### src/tig_pkg.sv
// Constants, field layout and helpers for the timer interrupt gate
package tig_pkg;

    // -------------------------------------------------------------
    // Register byte offsets
    // -------------------------------------------------------------
    localparam logic [7:0] ADDR_IRQ_ENABLE   = 8'h00;
    localparam logic [7:0] ADDR_FLAGS        = 8'h04;
    localparam logic [7:0] ADDR_EVENT_STATUS = 8'h08;
    localparam logic [7:0] ADDR_EVENT_MASK   = 8'h0C;

    // -------------------------------------------------------------
    // Field positions, shared by all four registers
    // -------------------------------------------------------------
    localparam int unsigned REG_W         = 6;
    localparam int unsigned BIT_MATCH_C   = 2;
    localparam int unsigned BIT_MATCH_D   = 3;
    localparam int unsigned BIT_OVERFLOW  = 4;
    localparam int unsigned BIT_UNDERFLOW = 5;

    // -------------------------------------------------------------
    // Reset values
    // -------------------------------------------------------------
    localparam logic [5:0]  IRQ_ENABLE_RST = 6'h00;
    localparam logic [5:0]  EVENT_RST      = 6'h00;
    localparam logic [31:0] RDATA_RST      = 32'h0000_0000;

    typedef logic [REG_W-1:0] tig_field_t;

    // Channels that own compare/capture C and D
    function automatic logic has_match_cd(input int unsigned ch);
        return (ch == 0) || (ch == 3);
    endfunction

    // Bits that exist and accept writes in the given channel
    function automatic tig_field_t writable_mask(input int unsigned ch);
        tig_field_t m;
        m = 6'h00;
        m[BIT_OVERFLOW] = 1'b1;
        if (has_match_cd(ch))
        begin
            m[BIT_MATCH_C] = 1'b1;
            m[BIT_MATCH_D] = 1'b1;
        end
        else
        begin
            m[BIT_UNDERFLOW] = 1'b1;
        end
        return m;
    endfunction

endpackage

### src/tig_reg_if.sv
// Register access carrier between the bus slave and the gate core
`timescale 1ns/1ns
interface tig_reg_if;
    logic        wr_pulse;
    logic        rd_pulse;
    logic [7:0]  addr;
    logic [31:0] wdata;
    logic [31:0] rdata;
    logic        hit;

    modport bus
    (
        output wr_pulse,
        output rd_pulse,
        output addr,
        output wdata,
        input  rdata,
        input  hit
    );

    modport core
    (
        input  wr_pulse,
        input  rd_pulse,
        input  addr,
        input  wdata,
        output rdata,
        output hit
    );
endinterface

### src/tig_apb_slave.sv
// APB slave front end with one-cycle registered answer
`timescale 1ns/1ns
module tig_apb_slave
(
    // Clock and reset
    input  wire logic        pclk,
    input  wire logic        presetn,
    // APB request
    input  wire logic        psel,
    input  wire logic        penable,
    input  wire logic        pwrite,
    input  wire logic [7:0]  paddr,
    input  wire logic [31:0] pwdata,
    // APB answer
    output logic      [31:0] prdata,
    output logic             pready,
    output logic             pslverr,
    // Core side
    tig_reg_if.bus           rb
);

    typedef struct packed {
        logic [31:0] prdata;
        logic        pready;
        logic        pslverr;
    } tig_apb_s;

    tig_apb_s st_r;
    tig_apb_s st_nxt;
    logic     setup;
    logic     done;

    assign setup       = psel && !penable;
    assign done        = psel && penable && st_r.pready;
    assign rb.addr     = paddr;
    assign rb.wdata    = pwdata;
    assign rb.wr_pulse = done && pwrite;
    assign rb.rd_pulse = done && !pwrite;

    always_comb
    begin
        st_nxt = st_r;
        if (setup)
        begin
            st_nxt.pready  = 1'b1;
            st_nxt.pslverr = !rb.hit;
            st_nxt.prdata  = (pwrite || !rb.hit) ? tig_pkg::RDATA_RST
                                                 : rb.rdata;
        end
        else if (done)
        begin
            st_nxt.pready  = 1'b0;
            st_nxt.pslverr = 1'b0;
            st_nxt.prdata  = tig_pkg::RDATA_RST;
        end
    end

    always_ff @(posedge pclk or negedge presetn)
    begin
        if (!presetn)
            st_r <= '{prdata: 32'h0000_0000, pready: 1'b0, pslverr: 1'b0};
        else
            st_r <= st_nxt;
    end

    assign prdata  = st_r.prdata;
    assign pready  = st_r.pready;
    assign pslverr = st_r.pslverr;
endmodule // tig_apb_slave

### src/tig_gate.sv
// Flag and enable gating with registered requests and rise events
`timescale 1ns/1ns
module tig_gate
(
    // Clock and reset
    input  wire logic       pclk,
    input  wire logic       presetn,
    // Status flags and enables, field layout of the enable register
    input  wire logic [5:0] flags,
    input  wire logic [5:0] enable,
    // Gated requests and one-cycle rise events
    output logic      [5:0] irq_req,
    output logic      [5:0] evt
);

    typedef struct packed {
        logic [5:0] irq;
    } tig_gate_s;

    tig_gate_s st_r;
    tig_gate_s st_nxt;

    always_comb
    begin
        st_nxt     = st_r;
        st_nxt.irq = flags & enable;
    end

    always_ff @(posedge pclk or negedge presetn)
    begin
        if (!presetn)
            st_r <= '{irq: 6'h00};
        else
            st_r <= st_nxt;
    end

    assign irq_req = st_r.irq;
    assign evt     = st_nxt.irq & ~st_r.irq;
endmodule // tig_gate

### src/tig_timer_irq_gate.sv
// Top of one timer channel's interrupt enable gating with APB registers
//
// The implementer's own choices: the placing of the registers and the APB slave port.
`timescale 1ns/1ns

// Summary of operation
// Bit 4 enables the overflow request, is read/write and resets to 0.
// In channels 0 and 3 bit 3 enables the D match request, reset 0.
// In channels 1, 2, 4 and 5 bit 3 reads as 0 and ignores writes.
// In channels 0 and 3 bit 2 enables the C match request, reset 0.
// In channels 1, 2, 4 and 5 bit 2 reads as 0 and ignores writes.
// In channels 1, 2, 4 and 5 the underflow enable gates underflow.
// In channels 0 and 3 bit 5 has no underflow function, reserved.
// Each request is its flag AND its enable and drops with either.
// Bit 5 reads 0 in channels 0 and 3, read/write reset 0 elsewhere.
module tig_timer_irq_gate
#(
    parameter int unsigned CHANNEL = 0
)
(
    // Clock and reset
    input  wire logic        pclk,
    input  wire logic        presetn,
    // APB slave
    input  wire logic        psel,
    input  wire logic        penable,
    input  wire logic        pwrite,
    input  wire logic [7:0]  paddr,
    input  wire logic [31:0] pwdata,
    output logic      [31:0] prdata,
    output logic             pready,
    output logic             pslverr,
    // Timer status flags
    input  wire logic        overflow_flag,
    input  wire logic        underflow_flag,
    input  wire logic        match_c_flag,
    input  wire logic        match_d_flag,
    // Interrupt requests
    output logic             overflow_irq,
    output logic             underflow_irq,
    output logic             match_c_irq,
    output logic             match_d_irq,
    output logic             irq
);

    // -------------------------------------------------------------
    // Channel shape
    // -------------------------------------------------------------
    localparam tig_pkg::tig_field_t WMASK =
        tig_pkg::writable_mask(CHANNEL);
    localparam logic HAS_CD = tig_pkg::has_match_cd(CHANNEL);

    // -------------------------------------------------------------
    // State
    // -------------------------------------------------------------
    typedef struct packed {
        tig_pkg::tig_field_t enable;
        tig_pkg::tig_field_t status;
        tig_pkg::tig_field_t mask;
        logic                irq;
    } tig_core_s;

    tig_core_s           st_r;
    tig_core_s           st_nxt;
    tig_pkg::tig_field_t flags;
    tig_pkg::tig_field_t irq_req;
    tig_pkg::tig_field_t evt;
    logic                wr_enable;
    logic                wr_mask;
    logic                rd_status;

    tig_reg_if rb ();

    // -------------------------------------------------------------
    // Bus front end
    // -------------------------------------------------------------
    tig_apb_slave u_apb
    (
        .pclk    (pclk),
        .presetn (presetn),
        .psel    (psel),
        .penable (penable),
        .pwrite  (pwrite),
        .paddr   (paddr),
        .pwdata  (pwdata),
        .prdata  (prdata),
        .pready  (pready),
        .pslverr (pslverr),
        .rb      (rb.bus)
    );

    // -------------------------------------------------------------
    // Flag layout and gating
    // -------------------------------------------------------------
    always_comb
    begin
        flags                         = 6'h00;
        flags[tig_pkg::BIT_MATCH_C]   = match_c_flag;
        flags[tig_pkg::BIT_MATCH_D]   = match_d_flag;
        flags[tig_pkg::BIT_OVERFLOW]  = overflow_flag;
        flags[tig_pkg::BIT_UNDERFLOW] = underflow_flag;
    end

    tig_gate u_gate
    (
        .pclk    (pclk),
        .presetn (presetn),
        .flags   (flags),
        .enable  (st_r.enable),
        .irq_req (irq_req),
        .evt     (evt)
    );

    // -------------------------------------------------------------
    // Register decode and read mux
    // -------------------------------------------------------------
    assign wr_enable = rb.wr_pulse && (rb.addr == tig_pkg::ADDR_IRQ_ENABLE);
    assign wr_mask   = rb.wr_pulse && (rb.addr == tig_pkg::ADDR_EVENT_MASK);
    assign rd_status = rb.rd_pulse &&
                       (rb.addr == tig_pkg::ADDR_EVENT_STATUS);

    always_comb
    begin
        rb.hit   = 1'b1;
        rb.rdata = tig_pkg::RDATA_RST;
        case (rb.addr)
            tig_pkg::ADDR_IRQ_ENABLE:
                rb.rdata[5:0] = st_r.enable;
            tig_pkg::ADDR_FLAGS:
                rb.rdata[5:0] = flags & WMASK;
            tig_pkg::ADDR_EVENT_STATUS:
                // Show an event landing on the setup edge too
                rb.rdata[5:0] = st_nxt.status;
            tig_pkg::ADDR_EVENT_MASK:
                rb.rdata[5:0] = st_r.mask;
            default:
                rb.hit = 1'b0;
        endcase
    end

    // -------------------------------------------------------------
    // Next state
    // -------------------------------------------------------------
    always_comb
    begin
        st_nxt = st_r;
        // Absent functions keep their bits at zero
        if (wr_enable)
            st_nxt.enable = rb.wdata[5:0] & WMASK;
        if (wr_mask)
            st_nxt.mask = rb.wdata[5:0] & WMASK;
        // A new event wins over the clearing read
        if (rd_status)
            st_nxt.status = evt & WMASK;
        else
            st_nxt.status = st_r.status | (evt & WMASK);
        st_nxt.irq = |(st_nxt.status & st_nxt.mask);
    end

    always_ff @(posedge pclk or negedge presetn)
    begin
        if (!presetn)
            st_r <= '{enable: tig_pkg::IRQ_ENABLE_RST,
                      status: tig_pkg::EVENT_RST,
                      mask:   tig_pkg::EVENT_RST,
                      irq:    1'b0};
        else
            st_r <= st_nxt;
    end

    // -------------------------------------------------------------
    // Outputs
    // -------------------------------------------------------------
    assign overflow_irq  = irq_req[tig_pkg::BIT_OVERFLOW];
    assign underflow_irq = irq_req[tig_pkg::BIT_UNDERFLOW];
    assign match_c_irq   = irq_req[tig_pkg::BIT_MATCH_C];
    assign match_d_irq   = irq_req[tig_pkg::BIT_MATCH_D];
    assign irq           = st_r.irq;
endmodule // tig_timer_irq_gate

### config.mk
export PLATFORM = sky130hd
export DESIGN_NAME = tig_timer_irq_gate
export DESIGN_NICKNAME = d
export VERILOG_FILES = /design/src/tig_pkg.sv /design/src/tig_reg_if.sv /design/src/tig_apb_slave.sv /design/src/tig_gate.sv /design/src/tig_timer_irq_gate.sv
export SDC_FILE = /design/constraint.sdc
export NUM_CORES = 1
export LEC_CHECK = 0
export BUFFER_PORTS_ARGS = -buffer_cell sky130_fd_sc_hd__buf_2
export CAP_MARGIN = 20
export CORE_MARGIN = 1
export CORE_UTILIZATION = 42
export DETAILED_ROUTE_END_ITERATION = 7
export HOLD_SLACK_MARGIN = 0.06
export PLACE_DENSITY = 0.89
export SLEW_MARGIN = 20
export SYNTH_ARGS = -nofsm -noshare
export SYNTH_HDL_FRONTEND = slang
export SYNTH_SLANG_ARGS = --single-unit
### constraint.sdc
create_clock -name pclk -period 2 [get_ports pclk]
set_input_delay 0.1 -clock pclk [delete_from_list [all_inputs] [get_ports pclk]]
set_output_delay 0.1 -clock pclk [all_outputs]
set_load 0.005 [all_outputs]
==> results of run 1 <==
per-stage QoR:
stage | power [uW] | worst slack [ps] | instance area [um2] | util (%) | cells
6_report | 905 | 63.0 | 1660 | 52.6 | 222
3_3_place_gp | 666 | 96.3 | 1550 | 49.2 | 210
5_1_grt | 957 | 10.9 | 1660 | 52.6 | 222
2_1_floorplan | 651 | 159 | 1530 | - | 161
4_1_cts | 915 | 21.7 | 1660 | 52.5 | 222
3_5_place_dp | 669 | 47.2 | 1550 | 49.2 | 210
cell type report:
class	instances	area share, %
flip-flops and latches	27	40.7
multi-input cells	101	38.0
repair buffers	41	15.2
well taps	44	3.32
clock buffers	4	1.58
inverters	5	1.13
critical path, stage by stage:
cell and delay [ps]:
dlygate4sd3_1 530, buf_2 150, and4_4 240, nand4_4 140, mux2_4 350, a21boi_0 120, or4_1 510
power breakdown:
group / internal, uW / leakage (uW) / switching, uW
Sequential: 556 / 0.000373 / 4.21
Combinational: 45.9 / 0.000502 / 66.6
Clock: 78.1 / 0.0000150 / 154
Total: 680 / 0.000890 / 225
kinds of logic (layout without fill, tap and decap cells):
kind of cell,Yosys count,in the layout,share of synthesized area [%]
muxes,9,9,7.34
DFF,27,27,47.2
AOI/OAI and AO/OA,26,26,12.1
other,1,27,0.262
buffers and inverters,33,50,15.7
and+or+nand+nor,39,39,17.4
cells in the mapped netlist, types with 2 or more instances:
cell and number:
a221o_1 3, buf_4 27, a21boi_1 2, and2_2 3, o21ai_0 12, inv_1 5
nand3_1 2, o21a_1 3, nor2_1 8, nand2_1 12, dfrtp_1 27, mux2_2 8
or2b_2 2, and2_1 3, a22oi_1 3
per-layer routing:
metal / vias to the layer above / GRT usage (%) / routed length [um] / part of all wire [%]
li1: 499 / - / - / -
met1: 496 / 20.4 / 1140 / 41
met2: 51 / 30.3 / 1430 / 51
met3: 2 / 5.33 / 193 / 6.9
met4: 0 / 5.98 / 16 / 0.57
met5: - / 0 / 0 / 0
repair_timing:
| item | in CTS | in global routing |
|---|---|---|
| hold endpoints to repair | 37 | 0 |
| setup buffers | 0 | 0 |
| endpoints found under the setup margin | 0 | 1 |
| hold buffers | 8 | 0 |
| gates resized for setup | 0 | 2 |
final timing paths:
kind / endpoint / startpoint / cells after the start / slack [ps]
setup / recovery: irq / psel / 7 / 60
min in group asynchronous: u_apb.pslverr / presetn / 2 / 300
max in group asynchronous: u_apb.pready / presetn / 2 / 1330
hold / removal: u_apb.pslverr / penable / 3 / 150
hold reg to reg: u_apb.prdata[0] / u_apb.prdata[0] / 2 / 500
setup reg to reg: irq / u_apb.pready / 5 / 140
flip-flops by register name (all words and copies together) (netlist names):
signal,count
u_gate.irq_req,3
irq,1
u_apb.prdata,6
u_apb.pslverr,1
st_r,15
u_apb.pready,1
==> flow_metrics.env, run 1 <==
export IMPL_status="complete, no violations"
export IMPL_synthFlopType="dfrtp_1"
export IMPL_startpoint_type="input port"
export IMPL_fin_crit_sh_pct=96.8
export IMPL_die_width_um=60.4
export IMPL_synth_edf_count=0
export IMPL_synthTopCellsByArea="dfrtp_1, buf_4, mux2_2"
export IMPL_path_class="input port to flip-flop"
export IMPL_avgSynthCellArea_um2=10.6
export IMPL_drv_slew=0
export IMPL_start_util_pct=45.4
export IMPL_drt_initial_drc_count=35
export IMPL_synth_top_cell_by_area="dfrtp_1"
export IMPL_final_common_cell="buf_2"
export IMPL_yosysTopAreaCellShare_pct=47.2
export IMPL_drt_total_wl_mm=2.79
export IMPL_dpl_hpwl_mm=2.12
export IMPL_vias_per_cell=4.72
export IMPL_ff_latch_area_um2=676
export IMPL_hold_viol=0
export IMPL_cellLeakagePower_uw=0.000890
export IMPL_grt_usage_pct=17.4
export IMPL_clock_sinks=27
export IMPL_cts_buffer_depth=2
export IMPL_fin_skew_ps=2.82
export IMPL_yosys_warnings=0
export IMPL_multi_input_area_um2=631
export IMPL_portBuffers=30
export IMPL_seq_area_frac_synth_pct=47.2
export IMPL_die_area_um2=3650
export IMPL_nNetsFinal=228
export IMPL_layout_common_cells="buf_2, conb_1, dfrtp_1, nand2_1, o21ai_0"
export IMPL_grt_pass1_vias=1033
export IMPL_synthCells=135
export IMPL_area_growth_pct=15.9
export IMPL_drv_cap=0
export IMPL_tns_ps=0
export IMPL_fmax_mhz=516
export IMPL_fin_hold_ws_ps=149
export IMPL_gr_total_overflow=0
export IMPL_rsz0062_at_grt="no"
export IMPL_path_clk_slew_ps=140
export IMPL_firstDrtPassIters=4
export IMPL_diodes=0
export IMPL_top_level_ports=88
export IMPL_grt_pass1_wl_mm=4.58
export IMPL_yosysUniqueCellTypes=30
export IMPL_p_per_area_nw_per_um2=546
export IMPL_core_um2=3150
export IMPL_clk_latency_ps=320
export IMPL_critPathMaxFanout=7
export IMPL_hold_class="input port to flip-flop"
export IMPL_peakVddDrop_uv=441
export IMPL_synth_seq_cells=27
export IMPL_cts_root_buf="clkbuf_4"
export IMPL_gp_routability_congestion=0.829
export IMPL_fin_crit_ps=1940
export IMPL_crit_arrival_ps=2140
export IMPL_syn_cell_area_um2=1430
export IMPL_finalSetupViolCount=0
export IMPL_drive_gt1_share_pct=30.3
export IMPL_critPathRequiredTime_ps=2210
export IMPL_relSlewSlack_pct=61.2
export IMPL_num_rows=20
export IMPL_cts_tree="yes"
export IMPL_antenna_found_initial=0
export IMPL_fill_cells=307
export IMPL_ant_nets=0
export IMPL_grt_max_degree=28
export IMPL_async_reset_ff_share_pct=100
export IMPL_cts_max_level=1
export IMPL_endpoint_kind="flip-flop"
export IMPL_numCtsBuffers=3
export IMPL_die_h_um=60.4
export IMPL_vias=1048
export IMPL_wl_per_cell_um=12.6
export IMPL_drc_errors=0
export IMPL_tightest_slew_ps=582
No activity file was read; power rests on OpenSTA's default activity.
==> run 2, diff against run 1 <==
--- a/config.mk
+++ b/config.mk
@@ -5,13 +5,13 @@
 export SDC_FILE = /design/constraint.sdc
 export NUM_CORES = 1
 export LEC_CHECK = 0
-export BUFFER_PORTS_ARGS = -buffer_cell sky130_fd_sc_hd__buf_2
 export CAP_MARGIN = 20
 export CORE_MARGIN = 1
-export CORE_UTILIZATION = 42
+export CORE_UTILIZATION = 60
 export DETAILED_ROUTE_END_ITERATION = 7
+export DONT_BUFFER_PORTS = 1
 export HOLD_SLACK_MARGIN = 0.06
-export PLACE_DENSITY = 0.89
+export PLACE_DENSITY = 0.86
 export SLEW_MARGIN = 20
 export SYNTH_ARGS = -nofsm -noshare
 export SYNTH_HDL_FRONTEND = slang
==> run 2 against run 1 <==
Via count shrank 7.6%; critical path depth shrank 2; flip-flop and latch count is the same; sequential share of layout area grew 3.0 points; setup slack gained 19 ps; critical endpoint unchanged; sequential power is essentially flat; non-clock buffer count shrank 26; first-iteration DRC count shrank 29%; register-to-register slack lost 60 ps; worst hold slack lost 69 ps; power shrank 2.4%; critical path type is now flip-flop to flip-flop.
==> flow_metrics.env, run 2 (synthesis gave the netlist of run 1 again) <==
export IMPL_route_met2_wl_mm=1.38
export IMPL_cts_root_buf="clkbuf_4"
export IMPL_area_growth_pct=8.04
export IMPL_drt_initial_drc_count=25
export IMPL_clock_sinks=27
export IMPL_gp_routability_congestion=0.794
export IMPL_drv_slew=0
export IMPL_fin_crit_ps=1920
export IMPL_grt_max_degree=28
export IMPL_fmax_mhz=521
export IMPL_nNetsFinal=202
export IMPL_die_area_um2=2580
export IMPL_wl_met3_um=195
export IMPL_drive_gt1_share_pct=15.1
export IMPL_largest_reg_flops=15
export IMPL_startpoint_type="flip-flop"
export IMPL_wl_per_cell_um=14.9
export IMPL_crit_arrival_ps=2120
export IMPL_drc_errors=0
export IMPL_status="complete, no violations"
export IMPL_top_layer="met4"
export IMPL_peakVddDrop_uv=557
export IMPL_vias=968
export IMPL_cp_num_buf_inv=0
export IMPL_firstDrtPassIters=4
export IMPL_clk_latency_ps=320
export IMPL_cts_max_level=1
export IMPL_relSlewSlack_pct=63.9
export IMPL_cpPeakStageDelay_ps=520
export IMPL_die_h_um=50.8
export IMPL_post_cts_buffers=0
export IMPL_fin_skew_ps=0.801
export IMPL_drv_cap=0
export IMPL_top_level_ports=88
export IMPL_met1_length_mm=1.06
export IMPL_start_util_pct=64.1
export IMPL_drt_total_wl_mm=2.68
export IMPL_hold_viol=0
export IMPL_fin_crit_sh_pct=95.9
export IMPL_vias_per_cell=5.38
export IMPL_p_total_uw=884
export IMPL_finalSetupViolCount=0
export IMPL_grt_pass1_wl_mm=4.31
export IMPL_die_width_um=50.8
export IMPL_cts_buffer_depth=2
export IMPL_grt_usage_pct=22.8
export IMPL_core_um2=2230
export IMPL_p_per_area_nw_per_um2=572
export IMPL_critPathRequiredTime_ps=2200
export IMPL_rsz0062_at_grt="no"
export IMPL_path_class="flip-flop to flip-flop"
export IMPL_path_clk_slew_ps=130
export IMPL_tns_ps=0
export IMPL_critPathSlowestCell="or4_1"
export IMPL_numCtsBuffers=3
export IMPL_top_register="st_r"
export IMPL_diodes=0
export IMPL_ant_nets=0
export IMPL_grt_pass1_vias=992
export IMPL_tightest_slew_ps=537
export IMPL_antenna_found_initial=0
export IMPL_endpoint_kind="flip-flop"
export IMPL_hold_class="input port to flip-flop"
export IMPL_gr_total_overflow=0
export IMPL_dpl_hpwl_mm=1.83
export IMPL_cts_tree="yes"
export IMPL_critPathMaxFanout=7
export IMPL_critical_path_cell_chain="and4_4 -> nand4_4 -> mux2_4 -> a21boi_0 -> or4_1"
export IMPL_cp_top_family="simple AND/OR/NAND/NOR gates"
export IMPL_num_rows=17
export IMPL_layout_common_cells="conb_1, dfrtp_1, nand2_1, o21ai_0, dlygate4sd3_1"
export IMPL_cellLeakagePower_uw=0.000779
export IMPL_portBuffers=0
-- run 2: cell count changes in the layout (fill, tap and decap cells not counted), sizes merged --
cell and delta:
dlymetal6s4s +1, buf -31, dlygate4sd3 +4
-- run 2: what timing repair did --
| action | CTS | global route |
|---|---|---|
| endpoints found under the setup margin | 0 | 1 |
| resized for setup | 0 | 2 |
| hold buffers | 14 | 0 |
| hold endpoints to repair | 47 | 0 |
-- run 2: through the flow --
| step | utilization [%] | instances | instance area [um2] | setup WS (ps) | hold slack (ps) |
|---|---|---|---|---|---|
| floorplan | - | 161 | 1530 | 159 | -196 |
| detailed placement | 61.1 | 162 | 1370 | 90.9 | -195 |
| global route | 69.2 | 180 | 1550 | 16.4 | 94.4 |
| global placement | 61.1 | 162 | 1370 | 111 | -195 |
| CTS | 69.0 | 180 | 1540 | 61.3 | 71.2 |
| finish | 69.2 | 180 | 1550 | 82.1 | 80.2 |
-- run 2: area by class of cell --
cell class | instances | area [um2]
multi-input cells | 101 | 631
repair buffers | 15 | 160
fillers | 182 | 687
clock buffers | 4 | 26.3
flip-flops and latches | 27 | 676
inverters | 5 | 18.8
well taps | 28 | 35.0
-- run 2: worst min-delay path: cells and delay by family --
| family | cells | cell delay [ps] |
|---|---|---|
| AOI/OAI and AO/OA | 1 | 100 |
| and+or+nand+nor | 2 | 170 |
-- run 2: worst paths after layout --
kind	startpoint	cells past startpoint	to	slack, ps
worst max-delay path	u_apb.pready	5	irq	80
worst min-delay path	pwrite	3	u_apb.prdata[1]	80
worst max register to register	u_apb.pready	5	irq	80
worst min register to register	u_apb.prdata[1]	2	u_apb.prdata[1]	530
max in group asynchronous	presetn	2	st_r[4]	1660
min in group asynchronous	presetn	2	u_apb.prdata[1]	200
-- run 2: metal layers --
layer  vias up  track usage (%)
met3         7             5.95
met4         0             7.41
met1       464             27.0
met5         -                0
li1        448                -
met2        49             40.2
-- run 2: power by group --
| group | switching, uW | internal, uW | total [uW] |
|---|---|---|---|
| clock | 149 | 78.1 | 228 |
| sequential | 5.09 | 556 | 561 |
| combinational | 52.9 | 42.0 | 94.9 |
==> run 3, diff against run 2 <==
--- a/config.mk
+++ b/config.mk
@@ -15,4 +15,5 @@
 export SLEW_MARGIN = 20
 export SYNTH_ARGS = -nofsm -noshare
 export SYNTH_HDL_FRONTEND = slang
+export SYNTH_HIERARCHICAL = 1
 export SYNTH_SLANG_ARGS = --single-unit
==> run 3 against run 2 <==
Fmax rose by 5.3%; critical path depth rose by 2; largest cell class unchanged; non-clock buffer count rose by 2.
==> flow_metrics.env, run 3 <==
export IMPL_critPathRequiredTime_ps=2250
export IMPL_fin_skew_ps=7.81
export IMPL_cellLeakagePower_uw=0.00137
export IMPL_synthCells=201
export IMPL_drc_errors=0
export IMPL_num_rows=22
export IMPL_cts_root_buf="clkbuf_8"
export IMPL_hold_viol=0
export IMPL_path_class="flip-flop to flip-flop"
export IMPL_grt_pass1_vias=1649
export IMPL_grt_max_degree=55
export IMPL_wl_per_cell_um=17.3
export IMPL_top_level_ports=88
export IMPL_avgSynthCellArea_um2=12.3
export IMPL_core_um2=3800
export IMPL_drv_cap=0
export IMPL_critPathMaxFanout=4
export IMPL_gp_routability_congestion=0.794
export IMPL_r2r_start="u_apb/pready"
export IMPL_die_area_um2=4380
export IMPL_vias=1587
export IMPL_p_per_area_nw_per_um2=713
export IMPL_status="complete, no violations"
export IMPL_area_growth_pct=12.7
export IMPL_grt_pass1_wl_mm=7.72
export IMPL_portBuffers=0
export IMPL_die_width_um=66.2
export IMPL_firstDrtPassIters=4
export IMPL_path_clk_slew_ps=100
export IMPL_min_delay_start="pwrite"
export IMPL_drive_gt1_share_pct=25.1
export IMPL_antenna_found_initial=0
export IMPL_p_total_uw=1990
export IMPL_start_util_pct=65.1
export IMPL_fmax_mhz=549
export IMPL_syn_cell_area_um2=2470
export IMPL_fin_crit_sh_pct=91.0
export IMPL_diodes=0
export IMPL_grt_usage_pct=24.3
export IMPL_post_dp_cell_area_um2=2510
export IMPL_yosys_warnings=6
export IMPL_startpoint_type="flip-flop"
export IMPL_drt_initial_drc_count=58
export IMPL_setup_slack_ps=179
export IMPL_hold_class="input port to flip-flop"
export IMPL_r2r_cells=7
export IMPL_cts_buffer_depth=2
export IMPL_drv_slew=0
export IMPL_ant_nets=0
export IMPL_tns_ps=0
export IMPL_drt_total_wl_mm=4.84
export IMPL_nNetsFinal=279
export IMPL_place_worst_setup_slack_ps=121
export IMPL_hold_depth=2
export IMPL_clk_latency_ps=300
export IMPL_r2r_slack_ps=180
export IMPL_largest_reg_flops=32
export IMPL_die_h_um=66.2
export IMPL_rsz0062_at_grt="no"
export IMPL_fin_crit_ps=1820
export IMPL_cts_max_level=2
export IMPL_finalSetupViolCount=0
export IMPL_postLayoutCellArea_um2=2790
export IMPL_clock_sinks=54
export IMPL_crit_arrival_ps=2070
export IMPL_final_common_cell="dfrtp_1"
export IMPL_peakVddDrop_uv=665
export IMPL_cts_tree="yes"
export IMPL_vias_per_cell=5.69
export IMPL_holdPathEnd="u_apb/prdata[5]"
export IMPL_layout_common_cells="dfrtp_1, conb_1, a22o_2, dlygate4sd3_1"
export IMPL_dpl_hpwl_mm=3.19
export IMPL_numCtsBuffers=5
export IMPL_gr_total_overflow=0
export IMPL_fin_hold_ws_ps=71.4
export IMPL_r2r_end="u_apb/prdata[2]"
export IMPL_endpoint_kind="flip-flop"
-- run 3: changes by cell type in the layout (fill, tap and decap cells not counted), moves of 6 or more --
cell      previous run  this run
o21ai_0             12         2
and2_1               3        10
a22o_1               0         6
dfrtp_1             27        54
clkbuf_8             0         6
a22o_2               0        26
a31oi_1              0         6
nand2_1             12         5
-- run 3: worst max-delay path by stage --
stage                       startpoint         endpoint  slack, ps  cells past startpoint
after floorplan           u_apb/pready  u_apb/prdata[2]        450                      7
after global placement    u_apb/pready  u_apb/prdata[2]        150                      7
after detailed placement  u_apb/pready  u_apb/prdata[2]        120                      7
after CTS                 u_apb/pready  u_apb/prdata[2]         90                      7
after global routing      u_apb/pready  u_apb/prdata[2]         50                      7
final                     u_apb/pready  u_apb/prdata[2]        180                      7
-- run 3: layout make-up --
| class | count | area, um2 |
|---|---|---|
| Timing Repair Buffer | 17 | 178 |
| Sequential cell | 54 | 1350 |
| Clock buffer | 6 | 82.6 |
| Clock inverter | 2 | 38.8 |
| Inverter | 11 | 42.5 |
| Tap cell | 48 | 60.1 |
| Multi-Input combinational cell | 141 | 1030 |
| Fill cell | 260 | 1010 |
-- run 3: critical path, stage by stage, from the launching register on --
cell and delay (ps):
dfrtp_1 440, nand3_1 130, nor2_1 40, nor2b_2 170, a31oi_1 240, nor3b_1 110
o41ai_2 420, a22o_2 210
-- run 3: repair_timing --
item	4_1_cts	5_1_grt
buffers inserted	0	0
gates resized for setup	0	2
hold endpoints to repair	66	1
setup endpoints to repair	0	1
hold buffers	12	1
-- run 3: layer usage --
layer | part of all wire [%] | routed length, um | track usage (%) | up-vias
met3 | 6.6 | 318 | 8.79 | 10
met4 | 2.2 | 104 | 11.2 | 0
li1 | - | - | - | 745
met5 | 0 | 0 | 0 | -
met1 | 43 | 2070 | 30.7 | 773
met2 | 48 | 2340 | 37.4 | 59
-- run 3: through the flow --
step	cells	utilization [%]
after CTS	278	72.8
after global routing	279	73.3
after floorplan	227	-
after global placement	258	66.0
after detailed placement	258	66.0
final	279	73.3
-- run 3: power breakdown --
group	switching [uW]	internal [uW]
logic	69.0	47.4
registers	8.00	1100
clock network	351	412
